**src/logic/njd_pkg.sv**
```systemverilog
// package of register offsets, fields and timing constants for the node join diagnostics block
package njd_pkg;
  // register byte addresses
  localparam logic [7:0] OFF_OPTIONS   = 8'h00;
  localparam logic [7:0] OFF_NODE_ID   = 8'h04;
  localparam logic [7:0] OFF_CONFIG    = 8'h08;
  localparam logic [7:0] OFF_DIAG      = 8'h0C;
  localparam logic [7:0] OFF_PROBE_ID  = 8'h10;
  localparam logic [7:0] OFF_SUCC_ID   = 8'h14;
  localparam logic [7:0] OFF_COMMAND   = 8'h18;
  localparam logic [7:0] OFF_STATUS    = 8'h1C;
  localparam logic [7:0] OFF_BUS_PROBE = 8'h20;
  // configuration register fields
  localparam int CFG_TX_EN_BIT  = 5;
  localparam int CFG_SW_RST_BIT = 7;
  // primary options fields
  localparam int OPT_ET_A_BIT   = 0;
  localparam int OPT_ET_B_BIT   = 1;
  localparam int OPT_SHORT_BIT  = 2;
  // diagnostic status bit positions
  localparam int DG_OWN_NETWORK_RECONFIG_FLAG   = 7;
  localparam int DG_DUP_ID      = 6;
  localparam int DG_RX_ACT      = 5;
  localparam int DG_TOKEN       = 4;
  localparam int DG_EXCESS      = 3;
  localparam int DG_PROBE       = 2;
  localparam int DG_SUCC_CHG    = 1;
  // main status bit positions
  localparam int ST_TX_AVAIL    = 0;
  localparam int ST_NETWORK_RECONFIG_FLAG       = 2;
  // command codes
  localparam logic [7:0] CMD_DISABLE_TX  = 8'h01;
  localparam logic [7:0] CMD_CLEAR_FLAGS = 8'h1E;
  localparam logic [7:0] CMD_CLEAR_NETWORK_RECONFIG_FLAG = 8'h1F;
  // buffer pattern written at node id update
  localparam logic [7:0] BUF_PATTERN     = 8'hD1;
  localparam logic [10:0] BUF_ADDR_PAT   = 11'h000;
  localparam logic [10:0] BUF_ADDR_ID    = 11'h001;
  // refusal thresholds
  localparam logic [7:0] NAK_LIMIT_LONG  = 8'h80;
  localparam logic [7:0] NAK_LIMIT_SHORT = 8'h04;
  // duplicate detection limits
  localparam int CLK_MHZ        = 100;
  localparam int DUP_SHORT_MS   = 210;
  localparam int DUP_LONG_MS    = 420;
  localparam int DUP_SHORT_CYC  = DUP_SHORT_MS * 1000 * CLK_MHZ;
  localparam int DUP_LONG_CYC   = DUP_LONG_MS * 1000 * CLK_MHZ;

  // one observed token from the link decoder
  typedef struct packed {
    logic       valid;
    logic [7:0] dest;
    logic       own;
    logic       answered;
  } njd_token_s;

  // one buffer memory write request
  typedef struct packed {
    logic        valid;
    logic [10:0] addr;
    logic [7:0]  data;
  } njd_bufwr_s;
endpackage : njd_pkg

```
**src/logic/njd_top.sv**
```systemverilog
// node bring-up and network diagnostics with avalon register slave
`timescale 1ns/1ns
// Summary of operation
// - odd address write then read picks bus
// - zero node id: core stays asleep
// - join only after transmit enable bit 5
// - duplicate flag within 210 or 420 ms
// - compare node id with token destination, response
// - diagnostic read clears duplicate flag
// - joining network sets own reconfiguration flag
// - token timer expiry sets own reconfiguration
// - reconfiguration sets interrupting status bit
// - diagnostic read clears own reconfiguration
// - receive one sets activity flag
// - foreign token sets circulation seen flag
// - answered probe destination sets probe flag
// - successor id readable in own register
// - successor change sets successor flag
// - naks at limit set excess refusal
// - options bit chooses 128 or 4
// - wrapping counter, clear command rearms flag
// - disable command: available at next token
// - node id write makes two buffer writes
module njd_top #(
  parameter int DUP_SHORT_CYCLES = njd_pkg::DUP_SHORT_CYC,
  parameter int DUP_LONG_CYCLES  = njd_pkg::DUP_LONG_CYC,
  parameter int NETWORK_RECONFIG_FLAG_TIMEOUT    = 1024
) (
  // clock and reset
  input  wire logic              clk_i,
  input  wire logic              reset_n_i,
  // avalon-mm slave
  input  wire logic [7:0]        avs_address_i,
  input  wire logic              avs_read_i,
  input  wire logic              avs_write_i,
  input  wire logic [31:0]       avs_writedata_i,
  input  wire logic [3:0]        avs_byteenable_i,
  output logic      [31:0]       avs_readdata_o,
  output logic                   avs_waitrequest_o,
  // serial receive pin
  input  wire logic              serial_receive_input_i,
  // link decoder events
  input  wire njd_pkg::njd_token_s token_i,
  input  wire logic              nak_i,
  input  wire logic              own_token_i,
  input  wire logic [7:0]        successor_i,
  input  wire logic              successor_valid_i,
  // core outputs
  output logic                   core_awake_o,
  output logic                   join_enable_o,
  output logic                   reconfig_start_o,
  output logic                   bus_mode_o,
  output logic                   network_reconfig_flag_irq_o,
  output logic                   excess_irq_o,
  output njd_pkg::njd_bufwr_s    buf_wr_o
);
  import njd_pkg::*;

  logic [7:0]  primary_options_reg_ff;
  logic [7:0]  node_identifier_reg_ff;
  logic [7:0]  config_ff;
  logic [7:0]  probe_id_reg_ff;
  logic [7:0]  successor_id_reg_ff;
  logic        own_reconfig_flag_ff, duplicate_id_flag_ff, receive_activity_flag_ff;
  logic        token_seen_ff, excess_refusal_flag_ff, probe_match_flag_ff, successor_changed_flag_ff;
  logic        network_reconfig_flag_ff, transmitter_available_ff, tx_cancel_ff;
  logic        bus_mode_ff, odd_written_ff, joined_ff;
  logic [7:0]  nak_cnt_ff;
  logic [31:0] dup_timer_ff, network_reconfig_flag_timer_ff;
  logic        rx_sync1_ff, rx_sync2_ff;
  logic        ack_ff;
  logic [31:0] rdata_ff;
  logic [1:0]  bufwr_step_ff;
  njd_bufwr_s  bufwr_ff;
  logic        in_sw_reset, awake, transmit_join_enable, short_refusal_limit;
  logic        wr_hit, rd_hit, diag_read, clr_cmd, dis_cmd, tok_v, dup_hit;
  logic [7:0]  nak_limit;
  logic [31:0] dup_limit;

  // decode helper for a register byte offset
  function automatic logic hit(input logic [7:0] a, input logic [7:0] off);
    return a[7:2] == off[7:2];
  endfunction : hit

  // control decode
  assign in_sw_reset          = config_ff[CFG_SW_RST_BIT];
  assign awake                = (node_identifier_reg_ff != 8'h00) && !in_sw_reset;
  assign transmit_join_enable = config_ff[CFG_TX_EN_BIT] && awake;
  assign short_refusal_limit  = primary_options_reg_ff[OPT_SHORT_BIT];
  assign nak_limit            = short_refusal_limit ? NAK_LIMIT_SHORT : NAK_LIMIT_LONG;
  assign dup_limit            = (primary_options_reg_ff[OPT_ET_A_BIT] && primary_options_reg_ff[OPT_ET_B_BIT])
                                ? 32'(DUP_SHORT_CYCLES) : 32'(DUP_LONG_CYCLES);
  assign wr_hit    = avs_write_i && !ack_ff;
  assign rd_hit    = avs_read_i && !ack_ff;
  assign diag_read = rd_hit && hit(avs_address_i, OFF_DIAG);
  assign clr_cmd   = wr_hit && hit(avs_address_i, OFF_COMMAND) && avs_byteenable_i[0]
                     && avs_writedata_i[7:0] == CMD_CLEAR_FLAGS;
  assign dis_cmd   = wr_hit && hit(avs_address_i, OFF_COMMAND) && avs_byteenable_i[0]
                     && avs_writedata_i[7:0] == CMD_DISABLE_TX;
  assign tok_v     = token_i.valid && awake && !token_i.own;
  assign dup_hit   = tok_v && token_i.answered && token_i.dest == node_identifier_reg_ff
                     && !transmit_join_enable;

  // one wait cycle per access, answer on the second cycle
  always_ff @(posedge clk_i or negedge reset_n_i) begin
    if (!reset_n_i) begin
      ack_ff <= 1'b0;
    end else begin
      ack_ff <= (avs_read_i || avs_write_i) && !ack_ff;
    end
  end
  assign avs_waitrequest_o = (avs_read_i || avs_write_i) && !ack_ff;

  // read data capture, unmapped reads return zero
  always_ff @(posedge clk_i or negedge reset_n_i) begin
    if (!reset_n_i) begin
      rdata_ff <= 32'h0000_0000;
    end else if (rd_hit) begin
      rdata_ff <= 32'h0000_0000;
      if (hit(avs_address_i, OFF_OPTIONS))  rdata_ff[7:0] <= primary_options_reg_ff;
      if (hit(avs_address_i, OFF_NODE_ID))  rdata_ff[7:0] <= node_identifier_reg_ff;
      if (hit(avs_address_i, OFF_CONFIG))   rdata_ff[7:0] <= config_ff;
      if (hit(avs_address_i, OFF_PROBE_ID)) rdata_ff[7:0] <= probe_id_reg_ff;
      if (hit(avs_address_i, OFF_SUCC_ID))  rdata_ff[7:0] <= successor_id_reg_ff;
      if (hit(avs_address_i, OFF_DIAG)) begin
        rdata_ff[DG_OWN_NETWORK_RECONFIG_FLAG] <= own_reconfig_flag_ff;
        rdata_ff[DG_DUP_ID]    <= duplicate_id_flag_ff;
        rdata_ff[DG_RX_ACT]    <= receive_activity_flag_ff;
        rdata_ff[DG_TOKEN]     <= token_seen_ff;
        rdata_ff[DG_EXCESS]    <= excess_refusal_flag_ff;
        rdata_ff[DG_PROBE]     <= probe_match_flag_ff;
        rdata_ff[DG_SUCC_CHG]  <= successor_changed_flag_ff;
      end
      if (hit(avs_address_i, OFF_STATUS)) begin
        rdata_ff[ST_TX_AVAIL] <= transmitter_available_ff;
        rdata_ff[ST_NETWORK_RECONFIG_FLAG]    <= network_reconfig_flag_ff;
      end
      if (hit(avs_address_i, OFF_BUS_PROBE)) rdata_ff[0] <= bus_mode_ff;
    end
  end
  assign avs_readdata_o = rdata_ff;

  // bus type: odd-byte write then odd-byte read on the probe word
  always_ff @(posedge clk_i or negedge reset_n_i) begin
    if (!reset_n_i) begin
      odd_written_ff <= 1'b0;
      bus_mode_ff    <= 1'b0;
    end else begin
      if (wr_hit && hit(avs_address_i, OFF_BUS_PROBE) && avs_byteenable_i[1]) odd_written_ff <= 1'b1;
      if (rd_hit && hit(avs_address_i, OFF_BUS_PROBE) && avs_byteenable_i[1] && odd_written_ff)
        bus_mode_ff <= 1'b1;
    end
  end

  // writable setup registers; software reset leaves options and config intact
  always_ff @(posedge clk_i or negedge reset_n_i) begin
    if (!reset_n_i) begin
      primary_options_reg_ff <= 8'h00;
      node_identifier_reg_ff <= 8'h00;
      config_ff              <= 8'h00;
      probe_id_reg_ff        <= 8'h00;
    end else if (wr_hit && avs_byteenable_i[0]) begin
      if (hit(avs_address_i, OFF_OPTIONS))  primary_options_reg_ff <= avs_writedata_i[7:0];
      if (hit(avs_address_i, OFF_NODE_ID))  node_identifier_reg_ff <= avs_writedata_i[7:0];
      if (hit(avs_address_i, OFF_CONFIG))   config_ff              <= avs_writedata_i[7:0];
      if (hit(avs_address_i, OFF_PROBE_ID)) probe_id_reg_ff        <= avs_writedata_i[7:0];
    end
  end

  // two buffer writes after each node id write
  always_ff @(posedge clk_i or negedge reset_n_i) begin
    if (!reset_n_i) begin
      bufwr_step_ff <= 2'h0;
      bufwr_ff      <= '0;
    end else begin
      bufwr_ff <= '0;
      if (bufwr_step_ff == 2'h1) begin
        bufwr_ff      <= '{valid: 1'b1, addr: BUF_ADDR_PAT, data: BUF_PATTERN};
        bufwr_step_ff <= 2'h2;
      end else if (bufwr_step_ff == 2'h2) begin
        bufwr_ff      <= '{valid: 1'b1, addr: BUF_ADDR_ID, data: node_identifier_reg_ff};
        bufwr_step_ff <= 2'h0;
      end
      if (wr_hit && avs_byteenable_i[0] && hit(avs_address_i, OFF_NODE_ID)) bufwr_step_ff <= 2'h1;
    end
  end
  assign buf_wr_o = bufwr_ff;

  // receive pin synchroniser
  always_ff @(posedge clk_i or negedge reset_n_i) begin
    if (!reset_n_i) begin
      rx_sync1_ff <= 1'b0;
      rx_sync2_ff <= 1'b0;
    end else begin
      rx_sync1_ff <= serial_receive_input_i;
      rx_sync2_ff <= rx_sync1_ff;
    end
  end

  // diagnostic flags: events win over read clear
  always_ff @(posedge clk_i or negedge reset_n_i) begin
    if (!reset_n_i) begin
      duplicate_id_flag_ff     <= 1'b0;
      receive_activity_flag_ff <= 1'b0;
      token_seen_ff            <= 1'b0;
      probe_match_flag_ff      <= 1'b0;
    end else begin
      if (diag_read) begin
        duplicate_id_flag_ff     <= 1'b0;
        receive_activity_flag_ff <= 1'b0;
        token_seen_ff            <= 1'b0;
        probe_match_flag_ff      <= 1'b0;
      end
      if (dup_hit && dup_timer_ff != 32'h0000_0000)
        duplicate_id_flag_ff <= 1'b1;
      if (rx_sync2_ff) receive_activity_flag_ff <= 1'b1;
      if (tok_v) token_seen_ff <= 1'b1;
      if (tok_v && token_i.answered && token_i.dest == probe_id_reg_ff) probe_match_flag_ff <= 1'b1;
    end
  end

  // duplicate observation window restarts on each node id write
  always_ff @(posedge clk_i or negedge reset_n_i) begin
    if (!reset_n_i) begin
      dup_timer_ff <= 32'h0000_0000;
    end else if (wr_hit && hit(avs_address_i, OFF_NODE_ID)) begin
      dup_timer_ff <= dup_limit;
    end else if (dup_timer_ff != 32'h0000_0000) begin
      dup_timer_ff <= dup_timer_ff - 32'h0000_0001;
    end
  end

  // join detection and token reception timer
  always_ff @(posedge clk_i or negedge reset_n_i) begin
    if (!reset_n_i) begin
      joined_ff      <= 1'b0;
      network_reconfig_flag_timer_ff <= 32'h0000_0000;
    end else begin
      joined_ff <= transmit_join_enable;
      if (!transmit_join_enable || own_token_i || reconfig_start_o) network_reconfig_flag_timer_ff <= 32'h0000_0000;
      else network_reconfig_flag_timer_ff <= network_reconfig_flag_timer_ff + 32'h0000_0001;
    end
  end
  assign reconfig_start_o = transmit_join_enable &&
                            ((!joined_ff) || network_reconfig_flag_timer_ff == 32'(NETWORK_RECONFIG_FLAG_TIMEOUT));

  // reconfiguration flags
  always_ff @(posedge clk_i or negedge reset_n_i) begin
    if (!reset_n_i) begin
      own_reconfig_flag_ff     <= 1'b0;
      network_reconfig_flag_ff <= 1'b0;
    end else begin
      if (diag_read) own_reconfig_flag_ff <= 1'b0;
      if (wr_hit && hit(avs_address_i, OFF_COMMAND) && avs_writedata_i[7:0] == CMD_CLEAR_NETWORK_RECONFIG_FLAG)
        network_reconfig_flag_ff <= 1'b0;
      if (reconfig_start_o) own_reconfig_flag_ff <= 1'b1;
      if (reconfig_start_o || (token_i.valid && awake && token_i.dest == 8'h00))
        network_reconfig_flag_ff <= 1'b1;
    end
  end

  // successor tracking
  always_ff @(posedge clk_i or negedge reset_n_i) begin
    if (!reset_n_i) begin
      successor_id_reg_ff       <= 8'h00;
      successor_changed_flag_ff <= 1'b0;
    end else begin
      if (diag_read) successor_changed_flag_ff <= 1'b0;
      if (successor_valid_i && awake) begin
        successor_id_reg_ff <= successor_i;
        if (successor_i != successor_id_reg_ff) successor_changed_flag_ff <= 1'b1;
      end
    end
  end

  // refusal counter wraps at the selected limit
  always_ff @(posedge clk_i or negedge reset_n_i) begin
    if (!reset_n_i) begin
      nak_cnt_ff             <= 8'h00;
      excess_refusal_flag_ff <= 1'b0;
    end else begin
      if (clr_cmd) excess_refusal_flag_ff <= 1'b0;
      if (nak_i && awake) begin
        if (nak_cnt_ff + 8'h01 >= nak_limit) begin
          nak_cnt_ff             <= 8'h00;
          excess_refusal_flag_ff <= 1'b1;
        end else begin
          nak_cnt_ff <= nak_cnt_ff + 8'h01;
        end
      end
    end
  end

  // transmitter available after cancel at next own token
  always_ff @(posedge clk_i or negedge reset_n_i) begin
    if (!reset_n_i) begin
      transmitter_available_ff <= 1'b1;
      tx_cancel_ff             <= 1'b0;
    end else begin
      if (dis_cmd) tx_cancel_ff <= 1'b1;
      if (tx_cancel_ff && own_token_i) begin
        transmitter_available_ff <= 1'b1;
        tx_cancel_ff             <= 1'b0;
      end
      if (nak_i && awake) transmitter_available_ff <= 1'b0;
    end
  end

  // core outputs
  assign core_awake_o  = awake;
  assign join_enable_o = transmit_join_enable;
  assign bus_mode_o    = bus_mode_ff;
  assign network_reconfig_flag_irq_o   = network_reconfig_flag_ff;
  assign excess_irq_o  = excess_refusal_flag_ff;
endmodule : njd_top

```
**config.mk**
```make
export PLATFORM = sky130hd
export DESIGN_NAME = njd_top
export DESIGN_NICKNAME = d
export VERILOG_FILES = /design/src/logic/njd_pkg.sv /design/src/logic/njd_top.sv
export SDC_FILE = /design/constraint.sdc
export NUM_CORES = 1
export LEC_CHECK = 0
export BUFFER_PORTS_ARGS = -buffer_cell sky130_fd_sc_hd__clkbuf_2
export CAP_MARGIN = 20
export CORE_ASPECT_RATIO = 1.75
export CORE_UTILIZATION = 49
export DETAILED_ROUTE_END_ITERATION = 8
export GPL_ROUTABILITY_DRIVEN = 0
export GPL_TIMING_DRIVEN = 0
export PLACE_DENSITY = 0.69
export SYNTH_ARGS = -nofsm -noshare
export SYNTH_HDL_FRONTEND = slang
export SYNTH_SLANG_ARGS = --single-unit
export TNS_END_PERCENT = 5
```
**constraint.sdc**
```tcl
create_clock -name clk_i -period 2.85 [get_ports clk_i]
set_input_delay 0.57 -clock clk_i [delete_from_list [all_inputs] [get_ports clk_i]]
set_output_delay 0.57 -clock clk_i [all_outputs]
set_load 0.01 [all_outputs]
```
==> impl_metrics.toml, run 1 <==
[run_status]
status = "finished, violations left"
failed_checks = "DRC"

[critical_path]
crit_path_max_fanout = 5
required_ps = 2280
crit_path_end_kind = "output port"
cp-start-kind = "flop"
critPathSlowestCell = "dfrtp_1"
worstPathArrival_ps = 2120
path_cells = "nor4_1, nand4_1, o21ai_0, nor2b_4, clkbuf_2"
critical_path.max_stage_delay_ps = 430
worstSetupPathType = "reg -> out"

[global_route]
overflow = 0
grt_usage = 0.2461
antenna_found_initial = 0
grt_pass1_wl_mm = 31.46
grt_pass1_vias = 6137
grt_start_max_net_pins = 82

[routing]
drcViolationCount = 6
drt-total-wl_mm = 19.71
vias = 6203
wl_per_cell_um = 17.85
drtIter0Drc = 312
dr.pass1.iters = 8
viasPerCell = 5.619
ant_nets = 0

[sta]
fin_hold_ws_ps = 126.8
tightest_slew_ps = 1128
finalCriticalPeriod_ps = 2687
finalSetupViolCount = 0
fmax_mhz = 372.2
fin_worst_skew_ps = 12.81
rsz0062_at_grt = "no"
maxSlewHeadroom = 0.2413
finalHoldViolCount = 0
setup_ws_ps = 163.3
period_share = 0.9427
slew_viol_final = 0

[hold_path]
min_path_type = "in -> async"

[floorplanning]
row_count = 61
die_x_um = 97.89
initial_core_util = 0.4990
core_um2 = 15800
dieArea_um2 = 16620
fp.dieH_um = 169.8
io_pins = 130

[synthesis]
yosys_warnings = 0
yosys.area.top_type_share = 0.4666
synthTopCellsByArea = "dfrtp_1, mux2_2, xnor2_1"
post_synth_num_cell_types = 57
synth_edf_count = 0
synth_area_per_cell_um2 = 10.06
ys_seq_area_frac = 0.4699
synth-async-reset-ratio = 1.000
yosysTopAreaCell = "dfrtp_1"
netlist_area_um2 = 7884
netlist_instances = 784
yosys_most_used_dff = "dfrtp_1"
synth_seq_cells = 148

[place]
place_ws_ps = -238.7
port_buffers = 65
dp_hpwl_mm = 14.68

[clock_tree]
cts_sinks = 148
htree_levels = 4
ctsLongestPathBuffers = 2
clkLatencyLatePin_ps = 430
cts.reportedPaths.clkPinSlew_ps = 70
cts_tree = "done"
cts_setup_buffers = 0
numCtsBuffers = 17
cts_root_buffer = "clkbuf_16"

[run]
max-cap-violations = 0

[finish]
nets = 983
fin_util = 0.5859
drive_above_1_share = 0.2219
area_delta_synth_final_pct = 17.41
antenna_cells = 0

[pwr]
powerDensity_nw_per_um2 = 663.5
leakage_nw = 4.064
ir_worst_vdd_mv = 0.3616
==> area by class of cell <==
cell class,instances,area [µm²]
fillers,1370,6543
multi-input cells,584,3856
flip-flops and latches,148,3705
clock buffers,20,456.7
plain buffers,66,401.6
repair buffers,66,361.6
well taps,189,236.5
clock inverters,12,167.7
inverters,19,71.32
==> cell usage after synthesis (12+ instances only) <==
cell      number
inv_1         19
xnor2_1       50
buf_4         35
dfrtp_1      147
a21oi_1       22
or3_1         12
nand3_1       23
o22ai_1       13
clkbuf_1      26
nand4_1       17
nor3_1        21
mux2_2        46
nor4_1        27
nand2_1       44
nor2_1        74
xor2_1        23
mux2i_1       13
o21ai_0       34
==> what timing repair did <==
item                                    in CTS  in global routing
endpoints found under the setup margin       1                  5
resized for setup                            2                  4
pin swaps                                    0                  0
hold buffers                                 0                  0
==> power by group <==
part	internal, mW	switching (mW)
Combinational	0.513	0.600
Clock	1.44	0.935
Sequential	2.38	0.269
==> placed cells by master (no fill, tap or decap), types with 19 or more instances in the layout <==
cell type	instances
nor4_1	27
buf_4	35
conb_1	34
clkbuf_1	27
nand3_1	23
clkbuf_2	64
nor2_1	74
nand2_1	44
xor2_1	23
inv_1	19
dfrtp_1	147
a21oi_1	20
xnor2_1	50
mux2_2	46
nor3_1	20
o21ai_0	34
==> logic make-up after synthesis <==
logic type | share of synthesized area
other cells | 0.0004757
flops | 0.4699
xor+xnor | 0.08110
buf+inv | 0.05999
mux | 0.08221
compound gates | 0.09189
fa+ha+maj | 0.01587
simple gates | 0.1985
==> path summary, 6_finish.rpt <==
| kind | startpoint | endpoint | slack (ps) | depth (start not counted) |
|---|---|---|---|---|
| worst max-delay path | network_reconfig_flag_timer_ff[28] | reconfig_start_o | 160 | 5 |
| min in group clk_i | serial_receive_input_i | rx_sync1_ff | 250 | 1 |
| worst max register to register | dup_timer_ff[5] | dup_timer_ff[8] | 200 | 7 |
| worst min register to register | rx_sync1_ff | rx_sync2_ff | 350 | 0 |
| worst min-delay path | reset_n_i | dup_timer_ff[30] | 130 | 1 |
| max in group asynchronous | reset_n_i | transmitter_available_ff | 1910 | 2 |
==> layer usage <==
layer | global-route usage | up-vias | wire length, µm
met1 | 0.2596 | 3028 | 7427
met3 | 0.03913 | 56 | 624
met5 | 0 | - | 0
met4 | 0.1265 | 0 | 750
li1 | - | 2964 | -
met2 | 0.4648 | 155 | 10900
==> through the flow <==
stage / cell area [µm²] / power (mW) / instances / setup TNS, ps
global route: 9256 / 6.421 / 1104 / 0
CTS: 9236 / 6.172 / 1104 / 0
global placement: 8569 / 3.757 / 1071 / -205560
finish: 9256 / 6.142 / 1104 / 0
detailed placement: 8606 / 3.789 / 1072 / -4860
floorplan: 8008 / 3.398 / 817 / 0
==> worst max-delay path: cells and delay by family, from the launching register on <==
kind,cells,cell delay [ps]
DFF,1,430
buffers and inverters,1,160
AOI/OAI and AO/OA,1,280
and+or+nand+nor,3,820
No activity file was read; power rests on OpenSTA's default activity.
==> inputs of run 2 (changes only) <==
--- a/config.mk
+++ b/config.mk
@@ -12,6 +12,7 @@
 export DETAILED_ROUTE_END_ITERATION = 8
 export GPL_ROUTABILITY_DRIVEN = 0
 export GPL_TIMING_DRIVEN = 0
+export MAX_ROUTING_LAYER = met4
 export PLACE_DENSITY = 0.69
 export SYNTH_ARGS = -nofsm -noshare
 export SYNTH_HDL_FRONTEND = slang
==> run 2 against run 1 <==
- the flow still finishes with violations (DRC)
- hold slack better by 6.1 ps
- setup slack better by 6.0 ps
- non-clock buffer count unchanged
- via count unchanged
- critical endpoint unchanged
- largest cell class unchanged
==> impl_metrics.toml, run 2 (same netlist as run 1, synthesis figures left out) <==
[run_status]
status = "finished, violations left"
failed_checks = "DRC"

[clock_tree]
htree_levels = 4
cts_tree = "done"
cts.reportedPaths.clkPinSlew_ps = 70
ctsLongestPathBuffers = 2
cts_setup_buffers = 0
clkLatencyLatePin_ps = 420
cts_sinks = 148
numCtsBuffers = 17
cts_root_buffer = "clkbuf_16"

[critical_path]
worstPathArrival_ps = 2110
reg2reg_setup_slack_ps = 190
path_cells = "nor4_1, nand4_1, o21ai_0, nor2b_4, clkbuf_2"
cp-endpoint = "reconfig_start_o"
crit_path_end_kind = "output port"
cp-start-kind = "flop"
critical_path.max_stage_delay_ps = 430
worstSetupPathType = "reg -> out"
r2r_start = "dup_timer_ff[5]"
required_ps = 2280
rr_worst_depth = 7
crit_path_max_fanout = 5
timing.rr.end = "dup_timer_ff[8]"
critPathSlowestCell = "dfrtp_1"
crit_start = "network_reconfig_flag_timer_ff[28]"

[finish]
layout_common_cells = "dfrtp_1, nor2_1, clkbuf_2"
drive_above_1_share = 0.2219
final_common_cell = "dfrtp_1"
fin_util = 0.5859
area_delta_synth_final_pct = 17.41
fin_area_um2 = 9256
nets = 983
antenna_cells = 0
stdcell_count = 1104

[global_route]
overflow = 0
antenna_found_initial = 0
grt_pass1_vias = 6122
grt_start_max_net_pins = 82
grt_usage = 0.2528
grt_pass1_wl_mm = 31.44

[pwr]
p_comb_frac = 0.181
power.internal_mw = 4.338
powerDensity_nw_per_um2 = 663.8
ir_worst_vdd_mv = 0.3648
p_seq_frac = 0.432
p_sw_frac = 0.2940
p_switching_mw = 1.806
pwr-share-clk = 0.387
leakage_nw = 4.064

[routing]
drcViolationCount = 6
wl_per_cell_um = 17.90
viasPerCell = 5.619
vias = 6203
dr.pass1.iters = 6
drtIter0Drc = 345
ant_nets = 0
drt-total-wl_mm = 19.76

[hold_path]
min_path_type = "in -> async"

[place]
port_buffers = 65
dp.cells = 1072
dp_hpwl_mm = 14.68
postPlaceCellArea_um2 = 8606

[floorplanning]
io_pins = 130
core_um2 = 15800
row_count = 61
initial_core_util = 0.4990
fp.dieH_um = 169.8
die_x_um = 97.89
dieArea_um2 = 16620

[sta]
maxSlewHeadroom = 0.2573
fmax_mhz = 373.0
fin_hold_ws_ps = 132.9
finalCriticalPeriod_ps = 2681
tightest_slew_ps = 1099
finalHoldViolCount = 0
slew_viol_final = 0
period_share = 0.9406
rsz0062_at_grt = "no"
finalSetupViolCount = 0
fin_worst_skew_ps = 13.48

[run]
max-cap-violations = 0
[run 2: cell counts in the layout (fill, tap and decap cells not counted)]
Identical to the previous run, type by type.
[run 2: cell type report]
| class | count | area [µm²] |
|---|---|---|
| clock inverter | 12 | 167.7 |
| tap | 189 | 236.5 |
| inverter | 19 | 71.32 |
| clock buffer | 20 | 456.7 |
| sequential | 148 | 3705 |
| buffer | 66 | 401.6 |
| timing repair buffer | 66 | 361.6 |
| fill | 1370 | 6543 |
| multi-input combinational | 584 | 3856 |
[run 2: timing repair]
item / CTS / global route
hold buffers: 0 / 0
setup endpoints to repair: 1 / 5
resized for setup: 2 / 4
[run 2: power by group through the flow]
| stage | Combinational, mW | Sequential (mW) | Clock [mW] |
|---|---|---|---|
| 2_1_floorplan | 0.776 | 2.62 | 0 |
| 3_3_place_gp | 1.08 | 2.68 | 0 |
| 3_5_place_dp | 1.11 | 2.68 | 0 |
| 4_1_cts | 1.12 | 2.65 | 2.41 |
| 5_1_grt | 1.24 | 2.69 | 2.49 |
| 6_report | 1.11 | 2.65 | 2.38 |
[run 2: stage by stage]
step,worst slack [ps],total power [mW],setup TNS [ps]
finish,169.3,6.144,0
global route,69.02,6.418,0
CTS,12.63,6.172,0
detailed placement,-238.7,3.789,-4860
global placement,-1379,3.757,-205560
floorplan,345.2,3.398,0
[run 2: worst min-delay path by stage]
| stage | endpoint | slack, ps | cells after the start |
|---|---|---|---|
| 6_report | dup_timer_ff[30] | 130 | 1 |
| 5_1_grt | dup_timer_ff[31] | 180 | 1 |
| 4_1_cts | dup_timer_ff[30] | 150 | 1 |
| 3_5_place_dp | rx_sync2_ff | 340 | 0 |
| 3_3_place_gp | rx_sync2_ff | 330 | 0 |
| 2_1_floorplan | ack_ff | 270 | 0 |
[run 2: per-layer routing]
metal / up-vias / track usage / part of all wire
li1: 2967 / - / -
met1: 3056 / 0.2601 / 0.38
met2: 132 / 0.4645 / 0.56
met3: 48 / 0.03913 / 0.029
met4: 0 / 0.1212 / 0.033
met5: - / - / 0
[run 2: worst max-delay path: cells and delay by family, from the launching register on]
family	cells	cell delay (ps)
DFF	1	430
AOI/OAI and AO/OA	1	280
buffers and inverters	1	160
and+or+nand+nor	3	820
